**config.mk**
```make
export PLATFORM = sky130hd
export DESIGN_NAME = bit_flags
export DESIGN_NICKNAME = d
export VERILOG_FILES = /design/src/include/bit_flags_pkg.sv /design/src/include/fault_collect_if.sv /design/src/rtl/bit_flags.sv /design/src/rtl/sample_checker.sv
export SDC_FILE = /design/constraint.sdc
export NUM_CORES = 1
export LEC_CHECK = 0
export BUFFER_PORTS_ARGS = -buffer_cell sky130_fd_sc_hd__buf_2
export CELL_PAD_IN_SITES_DETAIL_PLACEMENT = 0
export CELL_PAD_IN_SITES_GLOBAL_PLACEMENT = 2
export CORE_AREA = 10 10 345 180
export DETAILED_ROUTE_END_ITERATION = 7
export DIE_AREA = 0 0 355 190
export PLACE_DENSITY_LB_ADDON = 0.1
export SLEW_MARGIN = 10
export SYNTH_ARGS = -nofsm -noshare
export SYNTH_HDL_FRONTEND = slang
export SYNTH_SLANG_ARGS = --single-unit
```
**constraint.sdc**
```tcl
create_clock -name i_mclk -period 2.6 [get_ports i_mclk]
set_clock_uncertainty 0.2 [all_clocks]
set_input_delay 0.13 -clock i_mclk [delete_from_list [all_inputs] [get_ports i_mclk]]
set_output_delay 0.13 -clock i_mclk [all_outputs]
set_load 0.05 [all_outputs]
```
**src/include/bit_flags_pkg.sv**
```systemverilog
// Purpose: shared constants for the built-in-test status word generator
// Assumes: 125 MHz clock, one message period marked by a one-cycle pulse
// Notes: bit positions of the operation fault word and item error word
package bit_flags_pkg;
   localparam int WORD_W = 16;
   localparam int ITEM_N = 16;
   // operation fault bit positions
   localparam int OF_REG_RANGE = 0;
   localparam int OF_SLOT_EXT = 1;
   localparam int OF_MSG_MISSED = 2;
   localparam int OF_PERIPH_TMO = 3;
   localparam int OF_COMBO_FAULT = 4;
   localparam int OF_CLAMPED = 5;
   localparam int OF_IMPLAUSIBLE = 6;
   // reset values
   localparam logic [15:0] WORD_RESET = 16'h0000;
   // message period divider: normal and extended-slot counts (cycles)
   localparam int PERIOD_NORMAL = 1250;
   localparam int PERIOD_EXTENDED = 2500;
   localparam int CNT_W = 16;
   // clamp limits: rate in units of 1/16 deg/s, acceleration in mg
   localparam int RATE_LIMIT_DPS = 305;
   localparam int ACC_LIMIT_MG = 10010;
   localparam int RATE_LIMIT_CODE = RATE_LIMIT_DPS * 16;
   localparam int SAMPLE_W = 18;
endpackage

```
**src/include/fault_collect_if.sv**
```systemverilog
// Purpose: carries per-item fault attribution between collector and top
// Assumes: single clock domain
// Notes: masks are one bit per message item 2..17
`timescale 1ns/1ps
interface fault_collect_if;
   logic [15:0] clamp_mask;
   logic [15:0] implaus_mask;
   logic any_clamp;
   logic any_implaus;
   modport src (output clamp_mask, implaus_mask, any_clamp, any_implaus);
   modport dst (input clamp_mask, implaus_mask, any_clamp, any_implaus);
endinterface

```
**src/rtl/bit_flags.sv**
```systemverilog
// Purpose: builds operation fault and item error words per output message
// Assumes: fault inputs are asynchronous levels or pulses from other logic
// Notes: words refresh on every message strobe; nothing is latched across
//
// Contract
// - operation fault bits rebuilt each message, never latched
// - bit 0 set when regulator voltage out of range
// - slot overrun lengthens slot and sets bit 1
// - while slot extended, messages go out at reduced rate
// - bit 2 set when previous message missed due to busy transmitter
// - bit 3 set on internal peripheral access timeout
// - bit 4 set when any combined-sensor runtime fault flag set
// - clamp rate to 305 deg/s, acceleration 10.01 g; set bit 5
// - bit 6 on implausible accelerometer against its redundant partner
// - peripheral, sensor, clamp, plausibility faults mark affected items
// - error bits 0..13 flag message items 2..15
// - error bit 14 flags item 16, bit 15 flags item 17
// - operation fault word sent as one 16-bit item
`timescale 1ns/1ps
module bit_flags
   import bit_flags_pkg::*;
#(
   parameter int PLAUS_TOL = 200,
   parameter int P_NORMAL = PERIOD_NORMAL,
   parameter int P_EXT = PERIOD_EXTENDED
) (
   // clock and reset
   input wire logic i_mclk,
   input wire logic i_reset_n,
   // fault sources (asynchronous)
   input wire logic i_reg_out_of_range,
   input wire logic i_slot_overrun,
   input wire logic i_periph_timeout,
   input wire logic [15:0] i_periph_items,
   input wire logic [31:0] i_combo_sensor_runtime_fault [3],
   input wire logic [15:0] i_combo_items,
   // transmitter state (same clock)
   input wire logic i_tx_busy,
   // samples (same clock)
   input wire logic signed [SAMPLE_W-1:0] i_samp [6],
   input wire logic signed [SAMPLE_W-1:0] i_acc_b [3],
   // message outputs
   output logic o_msg_strobe,
   output logic [WORD_W-1:0] o_op_fault,
   output logic [WORD_W-1:0] o_item_error,
   output logic o_slot_extended,
   output logic signed [SAMPLE_W-1:0] o_clamped [6]
);
   fault_collect_if flt ();
   logic signed [SAMPLE_W-1:0] clamped_c [6];

   sample_checker #(.PLAUS_TOL(PLAUS_TOL)) u_chk (
      .i_samp(i_samp),
      .i_acc_b(i_acc_b),
      .o_clamped(clamped_c),
      .flt(flt)
   );

   // two-flop synchronisers for the asynchronous fault levels
   logic [2:0] s1_r, s2_r, s1_nxt;
   logic [95:0] c1_r, c2_r;
   always_comb begin
      s1_nxt = {i_reg_out_of_range, i_slot_overrun, i_periph_timeout};
   end
   always_ff @(posedge i_mclk or negedge i_reset_n) begin
      if (!i_reset_n) begin
         s1_r <= 3'h0;
         s2_r <= 3'h0;
         c1_r <= '0;
         c2_r <= '0;
      end else begin
         s1_r <= s1_nxt;
         s2_r <= s1_r;
         c1_r <= {i_combo_sensor_runtime_fault[2], i_combo_sensor_runtime_fault[1],
            i_combo_sensor_runtime_fault[0]};
         c2_r <= c1_r;
      end
   end
   logic reg_bad, ovr, ptmo;
   assign reg_bad = s2_r[2];
   assign ovr = s2_r[1];
   assign ptmo = s2_r[0];

   // item masks take the same two-flop path as the flags that qualify them,
   // so mask and flag line up; masks must be held steady while flagged
   logic [15:0] p1_r, k1_r, pitems_r, citems_r;
   always_ff @(posedge i_mclk or negedge i_reset_n) begin
      if (!i_reset_n) begin
         p1_r <= 16'h0000;
         k1_r <= 16'h0000;
         pitems_r <= 16'h0000;
         citems_r <= 16'h0000;
      end else begin
         p1_r <= i_periph_items;
         k1_r <= i_combo_items;
         pitems_r <= p1_r;
         citems_r <= k1_r;
      end
   end

   // period accumulators: gather faults seen since the last period end
   logic [CNT_W-1:0] cnt_r, cnt_nxt;
   logic ext_r, ext_nxt, strobe_nxt;
   logic [6:0] acc_r, acc_nxt, word_bits;
   logic [15:0] iacc_r, iacc_nxt, item_bits;
   logic missed_r, missed_nxt;
   logic [WORD_W-1:0] op_nxt, ie_nxt;

   always_comb begin
      word_bits = 7'h00;
      word_bits[OF_REG_RANGE] = reg_bad;
      word_bits[OF_SLOT_EXT] = ovr;
      word_bits[OF_PERIPH_TMO] = ptmo;
      word_bits[OF_COMBO_FAULT] = |c2_r;
      word_bits[OF_CLAMPED] = flt.any_clamp;
      word_bits[OF_IMPLAUSIBLE] = flt.any_implaus;
      item_bits = (ptmo ? pitems_r : 16'h0000) | ((|c2_r) ? citems_r : 16'h0000)
         | flt.clamp_mask | flt.implaus_mask;
   end

   // message pacing: the slot lengthens while overrun is seen
   always_comb begin
      ext_nxt = ext_r;
      cnt_nxt = cnt_r + CNT_W'(1);
      strobe_nxt = 1'b0;
      acc_nxt = acc_r | word_bits;
      iacc_nxt = iacc_r | item_bits;
      missed_nxt = missed_r;
      op_nxt = o_op_fault;
      ie_nxt = o_item_error;
      if (ovr) begin
         ext_nxt = 1'b1;
      end
      if (cnt_r >= CNT_W'((ext_r ? P_EXT : P_NORMAL) - 1)) begin
         cnt_nxt = '0;
         strobe_nxt = 1'b1;
         ext_nxt = ovr;
         if (i_tx_busy) begin
            // message dropped; report it in the next one sent
            missed_nxt = 1'b1;
         end else begin
            op_nxt = {9'h000, acc_nxt};
            op_nxt[OF_MSG_MISSED] = missed_r;
            ie_nxt = iacc_nxt;
            missed_nxt = 1'b0;
         end
         acc_nxt = 7'h00;
         iacc_nxt = 16'h0000;
      end
   end

   always_ff @(posedge i_mclk or negedge i_reset_n) begin
      if (!i_reset_n) begin
         cnt_r <= '0;
         ext_r <= 1'b0;
         acc_r <= 7'h00;
         iacc_r <= 16'h0000;
         missed_r <= 1'b0;
         o_msg_strobe <= 1'b0;
         o_op_fault <= WORD_RESET;
         o_item_error <= WORD_RESET;
         o_slot_extended <= 1'b0;
      end else begin
         cnt_r <= cnt_nxt;
         ext_r <= ext_nxt;
         acc_r <= acc_nxt;
         iacc_r <= iacc_nxt;
         missed_r <= missed_nxt;
         o_msg_strobe <= strobe_nxt & ~i_tx_busy;
         o_op_fault <= op_nxt;
         o_item_error <= ie_nxt;
         o_slot_extended <= ext_nxt;
      end
   end

   // clamped samples registered for the output message
   always_ff @(posedge i_mclk or negedge i_reset_n) begin
      if (!i_reset_n) begin
         for (int k = 0; k < 6; k++) begin
            o_clamped[k] <= '0;
         end
      end else begin
         o_clamped <= clamped_c;
      end
   end
endmodule

```
**src/rtl/sample_checker.sv**
```systemverilog
// Purpose: clamps six samples and checks redundant accelerometer pairs
// Assumes: samples signed, rates in 1/16 deg/s, accelerations in mg
// Notes: combinational; results are registered by the top module
`timescale 1ns/1ps
module sample_checker
   import bit_flags_pkg::*;
#(
   parameter int PLAUS_TOL = 200
) (
   // raw samples: x rate, x acc, y rate, y acc, z rate, z acc
   input wire logic signed [SAMPLE_W-1:0] i_samp [6],
   // second accelerometer per axis (x, y, z)
   input wire logic signed [SAMPLE_W-1:0] i_acc_b [3],
   // clamped samples
   output logic signed [SAMPLE_W-1:0] o_clamped [6],
   // fault attribution
   fault_collect_if.src flt
);
   localparam logic signed [SAMPLE_W-1:0] RLIM = SAMPLE_W'(RATE_LIMIT_CODE);
   localparam logic signed [SAMPLE_W-1:0] ALIM = SAMPLE_W'(ACC_LIMIT_MG);
   logic [5:0] clip;
   logic [2:0] bad;

   // clamp each output to its range
   genvar g;
   generate
      for (g = 0; g < 6; g++) begin : g_clamp
         localparam logic signed [SAMPLE_W-1:0] LIM = (g % 2 == 0) ? RLIM : ALIM;
         // continuous assigns keep each bit of the shared vectors single-driven
         assign clip[g] = (i_samp[g] > LIM) || (i_samp[g] < -LIM);
         assign o_clamped[g] = (i_samp[g] > LIM) ? LIM
            : ((i_samp[g] < -LIM) ? -LIM : i_samp[g]);
      end
      // only accelerometers have a redundant partner on the same axis
      for (g = 0; g < 3; g++) begin : g_plaus
         logic signed [SAMPLE_W:0] diff;
         assign diff = {i_samp[2*g+1][SAMPLE_W-1], i_samp[2*g+1]}
            - {i_acc_b[g][SAMPLE_W-1], i_acc_b[g]};
         assign bad[g] = (diff > (SAMPLE_W+1)'(PLAUS_TOL))
            || (diff < -(SAMPLE_W+1)'(PLAUS_TOL));
      end
   endgenerate

   // items 2..7 map to mask bits 0..5
   always_comb begin
      flt.clamp_mask = {10'h000, clip};
      flt.implaus_mask = {10'h000, bad[2], 1'b0, bad[1], 1'b0, bad[0], 1'b0};
      flt.any_clamp = |clip;
      flt.any_implaus = |bad;
   end
endmodule

```
# [After elaboration in Yosys (flattened, before gate mapping)]
# Cells that the tools add are included.
[word_totals] n_memories=0 in_bits=296 elab_cells=89 latchBits=0 romBits=0 register_bits=435 ramBits=0
[classes] mux=22 shift=0 n_bitwise=7 multipliers=0 n_addsub=5 eq_ne=0 reduce_logical=14 n_div=0 order_cmp=19
[ops] op="$mux 18" n=12
[ops] op="$reduce_or 96->1" n=1
[ops] op="$mux 16" n=4
[ops] op="$gt 19x9->1 const B" n=3
[ops] op="$lt 19x9->1 const B" n=3
[ops] op="$sub 18x18->19" n=3
[ops] op="$gt 18x14->1 const B" n=3
[ops] op="$gt 18x15->1 const B" n=3
[ops] op="$lt 18x14->1 const B" n=3
[ops] op="$lt 18x15->1 const B" n=3
[ops] op="$or 16x16->16" n=2
[ops] op="$or 16x6->16" n=2
[ops] op="$add 16x1->16 const B" n=1
[ops] op="$ge 16x16->1" n=1
[ops] op="$sub 12x1->13 const B" n=1
[ops] op="$mux 12" n=1
[ops] op="$logic_or 1x1->1" n=9
[ops] op="$mux 7" n=1
[ops] op="$or 7x7->7" n=1
[ops] op="$reduce_or 6->1" n=1
[ops] op="$mux 1" n=4
[ops] op="$reduce_or 3->1" n=1
[ops] op="$reduce_and 2->1" n=1
[ops] op="$reduce_bool 2->1" n=1
[ops] op="other kinds (2)" n=2

# [Logic depth before layout (Yosys ltp)]
[depth] ltp_word=7 depth_mapped=13 mapped_depth_nobuf=13

# [By module]
# Synthesis repeated with hierarchy kept, for this count alone.
[unflattened] hier_cells=1454 area_unflattened_um2=17216.5
[modules_own_cells] module="bit_flags" cells_each=658 area_each_um2=12248.0 n_inst=1
[modules_own_cells] module="sample_checker" cells_each=796 area_each_um2=4968.5 n_inst=1

# [Least setup slack after synthesis]
# Ideal clock, no wire load.
[synth_path] path_type="input port to flip-flop" start="in i_samp[72] in the netlist's numbering" end="reg o_item_error[1]" setup_ns=0.125 slack_ns=-0.768 required_time_ns=2.275 arrival_time_ns=3.043 path_stages=13 path_cell_list="inv_1 ha_1 inv_1 fa_1 a21o_2 a221oi_2 o21bai_1 a21oi_1 xnor2_1 or4b_1 or4_4 a21o_1 mux2_4"
[synth_between] elab_chain_len=5 elab_cells_between_ends=10 classes_between="add/sub (1); order compare (4); bitwise (3); reduce/logical (2)"
[synth_lines] item="from (decl)" line="bit_flags.sv:40" source="input wire logic signed [SAMPLE_W-1:0] i_samp [6],"
[synth_lines] item="$sub 18x18->19 (tied with other cells)" line="sample_checker.sv:38" source="- {i_acc_b[g][SAMPLE_W-1], i_acc_b[g]};"
[synth_lines] item="$gt 19x9->1 (tied with other cells)" line="sample_checker.sv:39" source="assign bad[g] = (diff > (SAMPLE_W+1)'(PLAUS_TOL))"
[synth_lines] item="$logic_or 1x1->1 / $or 16x6->16 (equally long branches)" line="sample_checker.sv:40, bit_flags.sv:118"
[synth_lines] item="$or 16x6->16 (*)" line="bit_flags.sv:118" source="| flt.clamp_mask | flt.implaus_mask;"
[synth_lines] item="$or 16x16->16 (*)" line="bit_flags.sv:127" source="iacc_nxt = iacc_r | item_bits;"
[synth_lines] item="to (signal assigned)" line="bit_flags.sv:171" source="o_item_error <= ie_nxt;"
[synth_lines] item="to (decl)" line="bit_flags.sv:45" source="output logic [WORD_W-1:0] o_item_error,"
# Every way passes the cells marked *; elsewhere a longest branch is shown, timed or not.
# A chain may end at the register's enable or synchronous reset.

# [Worst setup path after layout]
# Same ends and word-level chain as after synthesis.

==> results.md <==
- The worst-path maximum fanout is 4.
- The share of the clock period used by the worst path is 112%.
- Traced cell by cell, the critical path runs through buf_12, inv_12, ha_4, inv_2, fa_2, a21o_4, a221oi_4, o21bai_1, a21oi_1, xnor2_1, or4b_4, or4_4, a21o_1, mux2_4.
- The startpoint identified for the worst hold timing path is i_combo_sensor_runtime_fault[71].
- The maximum clock frequency is 0.342 GHz.
- For hold timing, the worst endpoint is c1_r[7].
- The switching share of total power is 28.8%.
- The average size of a mapped cell is 11.6 um2.
- The worst-case headroom to the max-slew limit is 54.4%.
- The final setup violation count is 10.
- The worst hold path cell count is 2.
- The effective utilization at floorplan is a little over 30%.
- After the last flow step, the layout net total stands at approximately 3,000.
- The area of the placeable core is 56,500 um2.
- The clock buffer count from CTS is 41.
- The layout cell share with drive strength beyond 1 is 33.4%.
- The kind of start point of the critical path is a primary input.
- The Yosys step of the flow raised 0 warnings.
- The worst path in the final design needs a cycle of between 2 and 3 ns, including I/O delays and setup.
- In this design, the stage delay of the slowest critical-path cell is 0.48 ns.
- The number of antenna violations at the first check in global routing is 4.
- The number of distinct standard cells referenced by the synthesized netlist is 82.
- In this run the power density over the cells is 596 nW/um2.
- The H-tree generated during clock tree synthesis spans 2 levels.
- The cell area after layout is ~29,000 um2.
- The post-synthesis cell area is 17,300 um2.
- The capturing point of the worst reg2reg path is o_item_error[1].
- The synthesized design contains 434 register bits.
- For this design, the slowest cell found on the critical path is sky130_fd_sc_hd__or4b_4.
- 438 I/O pins were placed.
- The per-cell routed wire length is between 15 and 20 um.
- In the synthesized netlist the async set-or-reset flop fraction comes to between 90% and 100%.
- The floorplan step set the die width to 355 um.
- The congestion estimate from routability-driven global placement came to roughly 0.88.
- The combinational power share is 21.9%.
- OpenSTA, run right after detailed placement, puts the worst setup slack at -1.08 ns.
- TritonCTS built the clock tree.
- The primary flip-flop cell chosen by synthesis mapping is sky130_fd_sc_hd__dfrtp_1.
- The internal power is 12.2 mW.
- The path class of the tightest hold or removal check is primary input to register.
- Cells fill 50.9% of the core in the end.
- The critical path class is primary input to register.
- The number of global-route vias before repair was 16,700.
- The overall global routing resource usage is between 10% and 20%.
- The maximum resistive drop on vdd is 418 uV.
- For the worst setup path, the data arrival time is 3.17 ns.
- The routed design has 62,600 um of wire.
- Data on the critical path is required at its endpoint by around 2.9 ns.
- From synthesis to final layout, the design area changed by 66.6%.
- The startpoint identified for the worst register-to-register timing path is c2_r[73].
- The slew at the pin closest to its max-slew limit is 0.667 ns.
- The worst setup path is captured at a register.
- Using the TritonRoute via totals, the vias-per-cell ratio works out to 4.49.
- The relative contribution of sequential cells to total power is 42.3%.
- The floorplan die area is 67,500 um2.
- In the layout the commonest cells are sky130_fd_sc_hd__dfrtp_1 (433), sky130_fd_sc_hd__dlygate4sd3_1 (433), sky130_fd_sc_hd__buf_2 (423).
- The worst register-to-register path has a setup slack of -0.06 ns.
- The depth of the worst register-to-register path is 10.
- Across the run, the number of max-cap violations was 0.
- For this design, the sink count on the clock tree is 434.
- The final reports fail on negative setup slack.
- For this design the static power due to leakage is 13.7 nW.
- The number of hold violations in the final report is 0.
- The clock network burns 35.9% of the power.
- The number of search-and-repair iterations in the first detailed-routing pass is 6.
- Counting flops with a built-in enable in the synthesized netlist gives 0.
- Counting every instance in the synthesized netlist gives 1,483.
- In this run the tool buffered the top-level ports with 428 buffer cells.
- The part of the Yosys area used for sequential elements is 63.0%.
- The run finished, with violations left.
- Counting along the longest clock path gives a buffer depth of 3.
- The number of standard-cell rows in the floorplan is between 60 and 70.
- The area of the multi-input gates is 6290 um2.
- Entering global routing, the biggest net connects 73 pins.
- The total count of max-transition violations in the final report came to 0.
- The total number of vias is 15,400.
- The detail route stage leaves a number of antenna-violating nets equal to 0.
- The aggregate global routing overflow is 0.
- The die span in y is 190 um.
- The post-place instance area is about 22,000 um2.
- The clock reaches the later pin of the worst-skew pair after ~0.57 ns.
- Counting the fill cells in the layout gives 5,174.
- The half-perimeter wire length after placement is 46,000 um.
- The clock slew at the register clock pins of the worst setup and hold paths is roughly 0.06 ns.
- Setup slack on the critical path of the routed design comes to -0.320 ns.
- The first global-routing pass estimated 97,100 um of wire.
- The area of all sequential standard cells is approximately 11,000 um2.
- The detailed router's first-iteration violation count is 900.
- The cell sitting at the root of the clock tree is a sky130_fd_sc_hd__clkbuf_16.
- The power dissipated by switching net loads is 4.94 mW.
- In the routed design, unresolved DRC markers number 0.
- Setup repair after global routing could not meet its margin everywhere.
[synthesized netlist by cell type, drive strengths merged (21+ instances only)]
master | n | area, um2
a21o | 44 | 332
a21oi | 79 | 395
a31oi | 22 | 150
clkbuf | 39 | 146
dfrtp | 434 | 10900
ha | 66 | 826
inv | 103 | 387
nand2 | 54 | 203
nand3 | 21 | 105
nand4 | 26 | 163
nor2 | 203 | 762
nor3 | 38 | 190
nor4 | 39 | 244
o21ai | 41 | 205
xnor2 | 24 | 210
[repair_timing]
action | in CTS | in global routing
setup buffers | 7 | 7
gates cloned | 1 | 0
endpoints found under the hold margin | 700 | 1
hold buffers | 433 | 1
endpoints found under the setup margin | 33 | 64
resized for setup | 30 | 68
pin swaps | 23 | 27
[worst max-delay path, delay by kind of cell]
| family | cells | cell delay, ns |
|---|---|---|
| compound gates | 5 | 1.08 |
| xor+xnor | 1 | 0.15 |
| fa+ha+maj | 2 | 0.47 |
| buf+inv | 3 | 0.18 |
| mux | 1 | 0.25 |
| simple gates | 2 | 0.91 |
[cell families after synthesis]
group                    Yosys count  share of synthesized area (%)
multiplexers                      10                          0.645
AND/OR/NAND/NOR                  464                           13.0
buffers and inverters            156                           3.67
flip-flops                       434                           63.0
other                              1                         0.0217
AO/OA/AOI/OAI                    305                           12.3
XOR/XNOR                          44                           2.23
adder cells (fa/ha/maj)           69                           5.13
[power by group through the flow]
stage / registers, mW / clock network [mW] / logic, mW
after CTS: 7.24 / 6.39 / 3.68
after floorplan: 7.87 / 0 / 1.10
final: 7.25 / 6.15 / 3.75
after global placement: 7.36 / 0 / 3.07
after detailed placement: 7.37 / 0 / 3.07
after global routing: 7.28 / 6.72 / 4.06
[per-stage QoR]
| step | hold slack (ns) | total power [mW] | cells | setup TNS [ns] |
|---|---|---|---|---|
| 2_1_floorplan | -0.366 | 8.97 | 1494 | -3.25 |
| 3_3_place_gp | -0.0571 | 10.4 | 2905 | -10.65 |
| 3_5_place_dp | -0.0498 | 10.4 | 2905 | -10.50 |
| 4_1_cts | 0.00184 | 17.3 | 3420 | -1.32 |
| 5_1_grt | 0.00812 | 18.1 | 3431 | -2.62 |
| 6_report | 0.0376 | 17.1 | 3432 | -1.49 |
[metal layers]
metal / up-vias / global-route usage, % / share of wire [%]
met5: - / 0 / 0
met4: 0 / 3.58 / 1.5
met3: 73 / 3.57 / 4.3
met2: 260 / 30.0 / 48
met1: 7576 / 24.8 / 46
li1: 7500 / - / -
[area by class of cell]
cell class	count	share of cell area, %
clock inverters	20	0.740
inverters	103	1.48
clock buffers	54	4.05
multi-input cells	904	21.9
flip-flops and latches	434	37.8
diodes	5	0.0435
repair buffers	1144	30.7
well taps	768	3.34
[sequential cells by signal (all words and copies together), names as in the netlist]
name,flops
o_msg_strobe,1
pitems_r,16
c1_r,96
p1_r,16
s1_r,3
o_item_error,16
missed_r,1
acc_r,6
iacc_r,16
cnt_r,16
c2_r,96
o_op_fault,7
citems_r,16
s2_r,3
k1_r,16
ext_r,1
o_clamped,108
[worst max-delay path by stage]
| stage | startpoint | endpoint | slack [ns] |
|---|---|---|---|
| after global placement | i_samp[72] | o_item_error[1] | -1.05 |
| final | i_samp[72] | o_item_error[1] | -0.32 |
| after detailed placement | i_samp[72] | o_item_error[1] | -1.08 |
| after CTS | i_samp[72] | o_item_error[1] | -0.27 |
| after floorplan | i_samp[72] | o_item_error[1] | -0.64 |
| after global routing | i_samp[72] | o_item_error[1] | -0.36 |
No activity file was read; power rests on OpenSTA's default activity.
